--- config.mk ---
export PLATFORM = sky130hd
export DESIGN_NAME = dpgio_core
export DESIGN_NICKNAME = d
export VERILOG_FILES = /design/src/core/dpgio_core.v
export VERILOG_INCLUDE_DIRS = /design/src /design/src/core
export SDC_FILE = /design/constraint.sdc
export NUM_CORES = 1
export LEC_CHECK = 0
export BUFFER_PORTS_ARGS = -buffer_cell sky130_fd_sc_hd__clkbuf_2
export CAP_MARGIN = 20
export CORE_UTILIZATION = 55
export DETAILED_ROUTE_END_ITERATION = 16
export HOLD_SLACK_MARGIN = 0.15
export PLACE_DENSITY = 0.8
export SLEW_MARGIN = 20
export SYNTH_ARGS = -nofsm -noshare
export SYNTH_HDL_FRONTEND = slang
export SYNTH_SLANG_ARGS = --single-unit
--- constraint.sdc ---
create_clock -name mclk -period 7.7 [get_ports mclk]
set_input_delay 1.54 -clock mclk [delete_from_list [all_inputs] [get_ports mclk]]
set_output_delay 1.54 -clock mclk [all_outputs]
set_load 0.01 [all_outputs]
--- src/core/dpgio_regs.vh ---
`ifndef DPGIO_REGS_VH
`define DPGIO_REGS_VH

// register offsets
`define DPGIO_A_DATA_ADDR 8'h05
`define DPGIO_B_DATA_ADDR 8'h06
`define DPGIO_INT_CTRL_ADDR 8'h0b
`define DPGIO_OPTION_ADDR 8'h81
`define DPGIO_A_DIR_ADDR 8'h85
`define DPGIO_B_DIR_ADDR 8'h86
`define DPGIO_ANA_CFG_ADDR 8'h9f

// field positions
`define DPGIO_OPT_PULLUP_N_BIT 7
`define DPGIO_OPT_T0_EXT_BIT 5
`define DPGIO_INT_CHG_EN_BIT 3
`define DPGIO_INT_CHG_FLAG_BIT 0
`define DPGIO_A_OD_BIT 4

// reset values
`define DPGIO_A_DATA_RST 5'h00
`define DPGIO_B_DATA_RST 8'h00
`define DPGIO_OPTION_RST 8'hff
`define DPGIO_A_DIR_RST 5'h1f
`define DPGIO_B_DIR_RST 8'hff
`define DPGIO_ANA_CFG_RST 2'h0

// analog pin configuration field encodings
`define DPGIO_CFG_ALL_ANALOG 2'h0
`define DPGIO_CFG_ANALOG_VREF 2'h1
`define DPGIO_CFG_TWO_ANALOG 2'h2
`define DPGIO_CFG_ALL_DIGITAL 2'h3

// timing counts
`define DPGIO_SYNC_STAGES 2

`endif

--- src/core/dpgio_core.v ---
// How it works
// - port A keeps a five-bit output latch
// - direction bit set means driver off
// - port A read gives pins, write latch
// - port writes store the written data in the latch
// - bit four is open-drain, never drives high
// - bit four also feeds timer clock
// - two-bit field picks analog or digital
// - reset makes shared pins analog, read zero
// - direction bits steer drivers even analog
// - peripheral-owned pins leave general-purpose use
// - port B eight bits with direction register
// - option bit seven low enables pull-ups
// - output pins lose their pull-up
// - reset leaves port B pull-ups off
// - only input bits four-seven are compared
// - mismatches ORed into change flag bit
// - change condition can wake from halt
// - mismatch keeps setting flag until port access
// - variant may miss change during read
// - both direction registers reset to ones
// - change flag sticks until software clears
// - enable bit gates change interrupt
// - flag sets regardless of enable
`include "dpgio_regs.vh"
`default_nettype none

module dpgio_core #(
    parameter LOSE_CHANGE_ON_READ = 0
) (
    // clock and reset
    input wire mclk,
    input wire rst,
    // register port
    input wire [7:0] reg_addr,
    input wire [7:0] reg_wdata,
    input wire reg_wr,
    input wire reg_rd,
    output reg [7:0] reg_rdata,
    // port A pins
    input wire [4:0] pa_in,
    output reg [4:0] pa_out,
    output reg [4:0] pa_oe,
    output reg [3:0] pa_analog_sel,
    output reg timer_ext_clk,
    // port B pins
    input wire [7:0] pb_in,
    output reg [7:0] pb_out,
    output reg [7:0] pb_oe,
    output reg [7:0] pb_pullup_en,
    // change interrupt and wake request
    output reg change_irq
);

    function [3:0] analog_mask;
        input [1:0] cfg;
        begin
            case (cfg)
                `DPGIO_CFG_ALL_ANALOG: analog_mask = 4'hf;
                `DPGIO_CFG_ANALOG_VREF: analog_mask = 4'hf;
                `DPGIO_CFG_TWO_ANALOG: analog_mask = 4'h3;
                `DPGIO_CFG_ALL_DIGITAL: analog_mask = 4'h0;
                default: analog_mask = 4'hf;
            endcase
        end
    endfunction

    reg [4:0] pa_meta_q;
    reg [4:0] pa_sync_q;
    reg [7:0] pb_meta_q;
    reg [7:0] pb_sync_q;
    reg [4:0] a_latch_q;
    reg [4:0] a_latch_d;
    reg [7:0] b_latch_q;
    reg [7:0] b_latch_d;
    reg [4:0] a_dir_q;
    reg [7:0] b_dir_q;
    reg [7:0] option_q;
    reg [1:0] ana_cfg_q;
    reg chg_en_q;
    reg chg_flag_q;
    reg chg_flag_d;
    reg [3:0] cmp_q;
    reg [7:0] rdata_d;
    reg [4:0] pa_oe_d;
    reg [4:0] pa_out_d;

    wire wr_a = reg_wr && (reg_addr == `DPGIO_A_DATA_ADDR);
    wire wr_b = reg_wr && (reg_addr == `DPGIO_B_DATA_ADDR);
    wire rd_b = reg_rd && (reg_addr == `DPGIO_B_DATA_ADDR);
    wire wr_int = reg_wr && (reg_addr == `DPGIO_INT_CTRL_ADDR);
    wire [3:0] ana_mask = analog_mask(ana_cfg_q);
    wire t0_owns_pin = option_q[`DPGIO_OPT_T0_EXT_BIT];
    // digital view of port A: analog pins read zero
    wire [4:0] a_pins = pa_sync_q & {1'b1, ~ana_mask};
    // only input pins of the upper nibble are compared
    wire [3:0] mismatch = (pb_sync_q[7:4] ^ cmp_q) & b_dir_q[7:4];
    wire b_access = rd_b || wr_b;

    // two-stage input synchronisers
    always @(posedge mclk or posedge rst) begin
        if (rst) begin
            pa_meta_q <= 5'h00;
            pa_sync_q <= 5'h00;
            pb_meta_q <= 8'h00;
            pb_sync_q <= 8'h00;
        end else begin
            pa_meta_q <= pa_in;
            pa_sync_q <= pa_meta_q;
            pb_meta_q <= pb_in;
            pb_sync_q <= pb_meta_q;
        end
    end

    // port latches: a write stores the register write data
    always @* begin
        a_latch_d = a_latch_q;
        b_latch_d = b_latch_q;
        if (wr_a) begin
            a_latch_d = reg_wdata[4:0];
        end
        if (wr_b) begin
            b_latch_d = reg_wdata;
        end
    end

    // change flag: set wins over a software clear
    always @* begin
        chg_flag_d = chg_flag_q;
        if (wr_int) begin
            chg_flag_d = reg_wdata[`DPGIO_INT_CHG_FLAG_BIT];
        end
        if (|mismatch && !(LOSE_CHANGE_ON_READ != 0 && rd_b)) begin
            chg_flag_d = 1'b1;
        end
    end

    // port A drivers
    always @* begin
        pa_oe_d = ~a_dir_q;
        pa_out_d = a_latch_q;
        // open-drain bit pulls low only, and yields to the timer input
        pa_out_d[`DPGIO_A_OD_BIT] = 1'b0;
        pa_oe_d[`DPGIO_A_OD_BIT] = ~a_dir_q[`DPGIO_A_OD_BIT]
            & ~a_latch_q[`DPGIO_A_OD_BIT] & ~t0_owns_pin;
    end

    // read mux
    always @* begin
        rdata_d = 8'h00;
        if (reg_rd) begin
            case (reg_addr)
                `DPGIO_A_DATA_ADDR: rdata_d = {3'h0, a_pins};
                `DPGIO_B_DATA_ADDR: rdata_d = pb_sync_q;
                `DPGIO_INT_CTRL_ADDR: begin
                    rdata_d[`DPGIO_INT_CHG_EN_BIT] = chg_en_q;
                    rdata_d[`DPGIO_INT_CHG_FLAG_BIT] = chg_flag_q;
                end
                `DPGIO_OPTION_ADDR: rdata_d = option_q;
                `DPGIO_A_DIR_ADDR: rdata_d = {3'h0, a_dir_q};
                `DPGIO_B_DIR_ADDR: rdata_d = b_dir_q;
                `DPGIO_ANA_CFG_ADDR: rdata_d = {6'h00, ana_cfg_q};
                default: rdata_d = 8'h00;
            endcase
        end
    end

    // registers
    always @(posedge mclk or posedge rst) begin
        if (rst) begin
            a_latch_q <= `DPGIO_A_DATA_RST;
            b_latch_q <= `DPGIO_B_DATA_RST;
            a_dir_q <= `DPGIO_A_DIR_RST;
            b_dir_q <= `DPGIO_B_DIR_RST;
            option_q <= `DPGIO_OPTION_RST;
            ana_cfg_q <= `DPGIO_ANA_CFG_RST;
            chg_en_q <= 1'b0;
            chg_flag_q <= 1'b0;
            cmp_q <= 4'h0;
        end else begin
            a_latch_q <= a_latch_d;
            b_latch_q <= b_latch_d;
            chg_flag_q <= chg_flag_d;
            if (reg_wr && reg_addr == `DPGIO_A_DIR_ADDR) begin
                a_dir_q <= reg_wdata[4:0];
            end
            if (reg_wr && reg_addr == `DPGIO_B_DIR_ADDR) begin
                b_dir_q <= reg_wdata;
            end
            if (reg_wr && reg_addr == `DPGIO_OPTION_ADDR) begin
                option_q <= reg_wdata;
            end
            if (reg_wr && reg_addr == `DPGIO_ANA_CFG_ADDR) begin
                ana_cfg_q <= reg_wdata[1:0];
            end
            if (wr_int) begin
                chg_en_q <= reg_wdata[`DPGIO_INT_CHG_EN_BIT];
            end
            // any port B access re-latches the comparison value
            if (b_access) begin
                cmp_q <= pb_sync_q[7:4];
            end
        end
    end

    // registered outputs
    always @(posedge mclk or posedge rst) begin
        if (rst) begin
            reg_rdata <= 8'h00;
            pa_out <= 5'h00;
            pa_oe <= 5'h00;
            pa_analog_sel <= 4'hf;
            timer_ext_clk <= 1'b0;
            pb_out <= 8'h00;
            pb_oe <= 8'h00;
            pb_pullup_en <= 8'h00;
            change_irq <= 1'b0;
        end else begin
            reg_rdata <= rdata_d;
            pa_out <= pa_out_d;
            pa_oe <= pa_oe_d;
            pa_analog_sel <= ana_mask;
            timer_ext_clk <= pa_sync_q[`DPGIO_A_OD_BIT];
            pb_out <= b_latch_q;
            pb_oe <= ~b_dir_q;
            // pull-ups only on input pins, all switched by one bit
            pb_pullup_en <= {8{~option_q[`DPGIO_OPT_PULLUP_N_BIT]}} & b_dir_q;
            change_irq <= chg_flag_q & chg_en_q;
        end
    end

endmodule

`default_nettype wire

==> results of run 1 <==
[layout make-up]
type | instances | area share (%)
clock buffer | 21 | 8.64
clock inverter | 11 | 2.65
inverter | 16 | 1.20
multi-input combinational | 139 | 22.4
sequential | 113 | 55.0
tap | 99 | 2.38
timing repair buffer | 80 | 7.75
[kinds of logic (layout without fill, tap and decap cells)]
family,Yosys count,after routing,share of synthesized area [%]
other,1,1,0.0904
xor gates and xnor gates,4,4,0.845
buffers and inverters,27,128,3.05
AOI/OAI and AO/OA,27,27,5.10
DFF,113,113,68.9
and+or+nand+nor,59,59,9.17
muxes,48,48,12.9
[layer usage]
metal / routed length (um) / share of wire (%) / GRT usage, %
met1: 3680 / 44 / 31.1
met2: 4210 / 50 / 36.8
met3: 350 / 4.2 / 7.09
met4: 114 / 1.4 / 9.24
met5: 0 / 0 / 0
[power breakdown]
| group | leakage, nW | internal [mW] | switching, mW | total (mW) |
|---|---|---|---|---|
| logic | 0.817 | 0.0301 | 0.0442 | 0.0742 |
| clock network | 0.283 | 0.506 | 0.256 | 0.762 |
| registers | 1.36 | 0.626 | 0.0141 | 0.640 |
[worst register-to-register path: cells and delay by family, from the launching register on]
family | cells | cell delay [ns]
AO/OA/AOI/OAI | 2 | 0.66
flip-flops | 1 | 0.44
AND/OR/NAND/NOR | 2 | 0.21
[per-stage QoR]
stage	setup slack, ns	utilization [%]
after floorplan	3.21	-
final	4.83	71.7
after global placement	4.38	63.6
after detailed placement	4.38	63.6
after CTS	4.88	71.7
after global routing	4.76	71.7
[path summary, 6_finish.rpt]
| path | cells after the start | start | to | slack (ns) |
|---|---|---|---|---|
| max | 5 | reg_addr[2] | cmp_q[3]$_DFFE_PP0P_ | 4.83 |
| min | 0 | pb_meta_q[2]$_DFF_PP0_ | pb_sync_q[2]$_DFF_PP0_ | 0.34 |
| max reg2reg | 4 | ana_cfg_q[1]$_DFFE_PP0P_ | reg_rdata[0]$_DFF_PP0_ | 6.27 |
| min reg2reg | 0 | pb_meta_q[2]$_DFF_PP0_ | pb_sync_q[2]$_DFF_PP0_ | 0.34 |
| max in group asynchronous | 3 | rst | b_latch_q[3]$_DFFE_PP0P_ | 5.42 |
| min in group asynchronous | 2 | rst | b_latch_q[6]$_DFFE_PP0P_ | 1.10 |
[registers in the layout, summed over array words and instances (netlist names)]
name / cells
chg_flag_q: 1
b_latch_q: 8
a_dir_q: 5
reg_rdata: 8
chg_en_q: 1
a_latch_q: 5
change_irq: 1
cmp_q: 4
pa_meta_q: 5
ana_cfg_q: 2
pa_analog_sel: 2
pa_sync_q: 5
pb_out: 8
pb_meta_q: 8
timer_ext_clk: 1
pb_oe: 8
option_q: 8
pb_pullup_en: 8
pb_sync_q: 8
pa_out: 4
pa_oe: 5
b_dir_q: 8
[cell usage in the layout (no fill, tap or decap), types with 3 or more instances in the layout]
cell type,instances
mux2_2,43
dfrtp_1,90
mux2i_1,5
clkinv_2,5
o22ai_1,4
nand2b_1,4
clkbuf_16,16
bufinv_16,3
clkbuf_2,79
nor2_1,15
nand2_1,7
xnor2_1,4
a22oi_1,5
inv_1,15
clkinvlp_4,3
dfstp_2,23
clkbuf_8,3
nand3_1,4
==> results.ini, run 1 <==
[setup_path]
endpoint_kind = flop
path_delay_family = simple AND/OR/NAND/NOR gates
path_class = input pin to flop
crit_path_max_incr_delay_ns = 0.45
cp_slowest_cell = and4bb_1
crit_buf_inv = 1
cp.arrival_ns = 3.25
crit_chain = clkbuf_2 -> and4bb_1 -> nand2b_1 -> nor2_1 -> mux2_2
required_ns = 8.08
start_kind = input pin
cp_max_fo = 15

[routing]
firstDrtPassIters = 4
routed_via_density = 5.32
routedWlPerCell_um = 17.5
post-route-drc-count = 0
drt_iter0_markers = 144
vias = 2546
wirelength_um = 8360
final_antenna_net_count = 0

[placement]
io_buffers = 79
place_hpwl_um = 5610
dp_cells = 447
globalplace.congestion = 0.860
dpl_cell_area_mm2 = 0.00461

[floorplan]
die_h_um = 88.8
dieWidth_um = 88.8
rows = 31
core_area_mm2 = 0.00725
die_area_mm2 = 0.00789
start_util_pct = 57.2
io_pins = 81

[synthesis]
synth.area.top_cells = dfrtp_1 54%, dfstp_2 15%, mux2_2 12%
synth-seq-cells = 113
yosysUniqueCellTypes = 54
synthCells = 279
async_flop_share_pct = 100
netlist_area_mm2 = 0.00415
yosysTopAreaCell = dfrtp_1
yosysSeqAreaShare_pct = 68.9
netlist_top_cells_count = 90 x dfrtp_1, 43 x mux2_2, 23 x dfstp_2
synth_edf_count = 0
yosysWarnings = 0
synth.most_common_cell = dfrtp_1
syn_avg_cell_area_um2 = 14.9
synth_ff_type = dfrtp_1
synth_top_cell_area_share_pct = 54.3
syn_nets = 312

[status]
status = complete, no violations

[layout]
drive_gt1_share_pct = 48.7
multi_input_area_mm2 = 0.00116
syn2layout_area_growth_pct = 25.3
ff_latch_area_mm2 = 0.00286
nNetsFinal = 400
finalInstanceArea_mm2 = 0.00520
nFillCells = 505
num_antenna_cells = 0
stdcell_count = 479

[sta]
finalCriticalPeriod_ns = 2.87
holdWs_ns = 0.344
layout_worst_path_cycle_share_pct = 37.3
fin_setup_tns_ns = 0
setup_violations = 0
tightest_slew_ns = 0.732
hold_viol_final = 0
rsz0062_at_grt = false
slew_headroom_pct = 51.2
drv_slew = 0
max_freq_ghz = 0.348
clock_skew_ns = 0.00616

[clocking]
path_clk_slew_ns = 0.05
cts_buffers = 17
clockBufferDepth = 2
clkLatencyLatePin_ns = 0.50
cts_resized = 0
root_buffer = clkbuf_8
cts_setup_buffers = 0
cts_hold_buffers = 0
clock-sinks = 113
cts_tree = built
htree_num_levels = 4

[global_routing]
grt_max_degree = 63
grtUsageTotal_pct = 23.5
grt-ovfl-total = 0
grt_pass1_vias = 2469
antenna_found_initial = 0
grt_pass1_wl_um = 13000

[worst_hold_path]
holdCritPathClass = flop to flop

[power_and_ir_drop]
p_leak_nw = 2.46
powerDensity_mw_per_mm2 = 284
p_total_mw = 1.48
peakVddDrop_v = 0.000191

[run]
drv_cap = 0

Note: power is estimated with default switching activity, not from simulation.
==> run 2, diff against run 1 <==
- CORE_UTILIZATION: 55 -> 49
- PLACE_DENSITY: 0.8 -> 0.75
- clock period: 7.7 -> 2.36 ns (I/O delays scaled with it)
==> run 2 against run 1 <==
Sequential share of layout area is 2.3 points lower; critical path depth down 4; critical path type is now flop to primary output; critical endpoint is now pa_analog_sel[1]; first-iteration DRC count down 1.4%; register-to-register slack got worse by 5.3 ns; die area is 12% higher; largest power group unchanged; setup slack lost 4.1 ns; clock skew fell by 0.00080 ns; sequential power grew to 3.3 times the previous value; final cell count up 5.6%.
==> results.ini, run 2 (same netlist as run 1, synthesis figures left out) <==
[floorplan]
die_h_um = 94.0  ; +5.8%
dieWidth_um = 94.0  ; +5.8%
io_pins = 81  ; unchanged
core_area_mm2 = 0.00822  ; +13%
start_util_pct = 50.5  ; -6.7 points
die_area_mm2 = 0.00884  ; +12%
rows = 33  ; +6.5%

[setup_path]
r2r-start = pb_sync_q[0]$_DFF_PP0_
cp_max_fo = 2  ; -13
endpoint_kind = primary output
crit_path_max_incr_delay_ns = 0.53  ; +0.08 ns
path_class = flop to primary output
cp.arrival_ns = 1.17  ; -2.08 ns
crit_chain = clkbuf_2
cp_slowest_cell = dfstp_2
timing.rr.end = reg_rdata[0]$_DFF_PP0_
start_kind = flop
r2r.worst_path.cells = 4  ; unchanged
required_ns = 1.89  ; -6.19 ns
path_delay_family = flip-flops
rrSetupSlack_ns = 0.96  ; -5.31 ns
crit_buf_inv = 1  ; unchanged

[clocking]
cts_setup_buffers = 0  ; unchanged
htree_num_levels = 4  ; unchanged
root_buffer = clkbuf_8
clockBufferDepth = 2  ; unchanged
path_clk_slew_ns = 0.05  ; about the same
clock-sinks = 113  ; unchanged
cts_hold_buffers = 14  ; +14
clkLatencyLatePin_ns = 0.51  ; about the same
cts_tree = built
cts_buffers = 17  ; unchanged
cts_resized = 0  ; unchanged

[routing]
post-route-drc-count = 0  ; unchanged
wirelength_um = 8540  ; +2.1%
vias = 2622  ; +3.0%
firstDrtPassIters = 4  ; unchanged
final_antenna_net_count = 0  ; unchanged
drt_iter0_markers = 142  ; -1.4%
routedWlPerCell_um = 16.9  ; -3.4%
routed_via_density = 5.18  ; -2.5%

[layout]
ff_latch_area_mm2 = 0.00286  ; unchanged
nFillCells = 601  ; +19%
drive_gt1_share_pct = 47.6  ; -1.1 points
nNetsFinal = 421  ; +5.3%
layout_commonest_cell = dfrtp_1
syn2layout_area_growth_pct = 30.7
multi_input_area_mm2 = 0.00116  ; unchanged
final_cell_mix = 90 x dfrtp_1, 79 x clkbuf_2, 43 x mux2_2, 23 x dfstp_2, 16 x clkbuf_16
num_antenna_cells = 0  ; unchanged

[power_and_ir_drop]
p_seq_share_pct = 43.4  ; about the same
internal_power_mw = 3.78  ; +230%
p_clk_share_pct = 50.9  ; -0.7 points
p_sw_mw = 1.04  ; +230%
peakVddDrop_v = 0.000533  ; +180%
p_total_mw = 4.81  ; +230%
switching_share_pct = 21.5  ; +0.21 points
comb_power_share_pct = 5.7  ; +0.7 points
powerDensity_mw_per_mm2 = 888  ; +210%
p_leak_nw = 2.54  ; +3.4%

[placement]
globalplace.congestion = 0.895  ; +4.1%
io_buffers = 79  ; unchanged
place_hpwl_um = 5810  ; +3.6%

[sta]
finalCriticalPeriod_ns = 1.64
hold_viol_final = 0  ; unchanged
rsz0062_at_grt = false
layout_worst_path_cycle_share_pct = 69.5
fin_setup_tns_ns = 0  ; unchanged
slew_headroom_pct = 61.3  ; +10 points
max_freq_ghz = 0.610
clock_skew_ns = 0.00536  ; -0.000801 ns
drv_slew = 0  ; unchanged
setup_violations = 0  ; unchanged
tightest_slew_ns = 0.577  ; -0.154 ns

[worst_hold_path]
holdPathEnd = reg_rdata[0]$_DFF_PP0_
hold_depth = 2  ; +2
holdCritPathClass = input pin to flop
hp-start = reg_rd

[status]
status = complete, no violations

[global_routing]
grt_max_degree = 34  ; -46%
grt_pass1_wl_um = 14000  ; +7.4%
grtUsageTotal_pct = 22.0  ; -1.5 points
grt_pass1_vias = 2763  ; +12%
grt-ovfl-total = 0  ; unchanged
antenna_found_initial = 0  ; unchanged

[run]
drv_cap = 0  ; unchanged

## run 2: changes by cell type in the layout (fill, tap and decap cells not counted), sizes merged
cell	before	now
buf	1	8
bufinv	3	2
clkbuf	100	103
clkinv	5	1
clkinvlp	3	6
dlygate4sd3	0	14
inv	16	15
## run 2: cell type report
| type | count | share of cell area, % |
|---|---|---|
| sequential | 113 | 52.7 |
| multi-input combinational | 139 | 21.5 |
| timing repair buffer | 101 | 11.4 |
| clock buffer | 24 | 8.86 |
| tap | 105 | 2.42 |
| clock inverter | 8 | 1.89 |
| inverter | 16 | 1.18 |
## run 2: per-layer routing
layer / global-route usage, % / wire [um] / up-vias
met5: 0 / 0 / -
met3: 5.91 / 436 / 9
met2: 35.2 / 4280 / 86
li1: - / - / 1198
met4: 9.87 / 95 / 0
met1: 28.1 / 3720 / 1329
## run 2: power groups by stage
stage	combinational (mW)	sequential, mW	clock, mW
after detailed placement	0.259	2.12	0
final	0.275	2.09	2.45
after global routing	0.305	2.10	2.58
after CTS	0.279	2.09	2.48
after global placement	0.251	2.12	0
after floorplan	0.132	2.12	0
## run 2: worst max path at each step
stage | to | slack [ns] | start | cells past startpoint
final | pa_analog_sel[1] | 0.72 | pa_analog_sel[1]$_DFF_PP1_ | 1
after global routing | a_latch_q[4]$_DFFE_PP0P_ | 0.67 | reg_addr[4] | 5
after CTS | pa_analog_sel[1] | 0.69 | pa_analog_sel[1]$_DFF_PP1_ | 1
after detailed placement | a_latch_q[2]$_DFFE_PP0P_ | 0.29 | reg_addr[4] | 5
after global placement | a_latch_q[0]$_DFFE_PP0P_ | 0.31 | reg_addr[4] | 5
after floorplan | a_latch_q[0]$_DFFE_PP0P_ | 0.54 | rst | 1
## run 2: per-stage QoR
stage	setup WS (ns)	utilization [%]	hold WS, ns	area (um^2)	std cells
5_1_grt	0.669	66.0	0.232	5420	506
6_report	0.720	66.0	0.238	5420	506
4_1_cts	0.693	66.0	0.216	5420	506
3_5_place_dp	0.290	57.2	0.335	4700	460
3_3_place_gp	0.312	57.2	0.332	4700	460
2_1_floorplan	0.535	-	0.331	4150	279
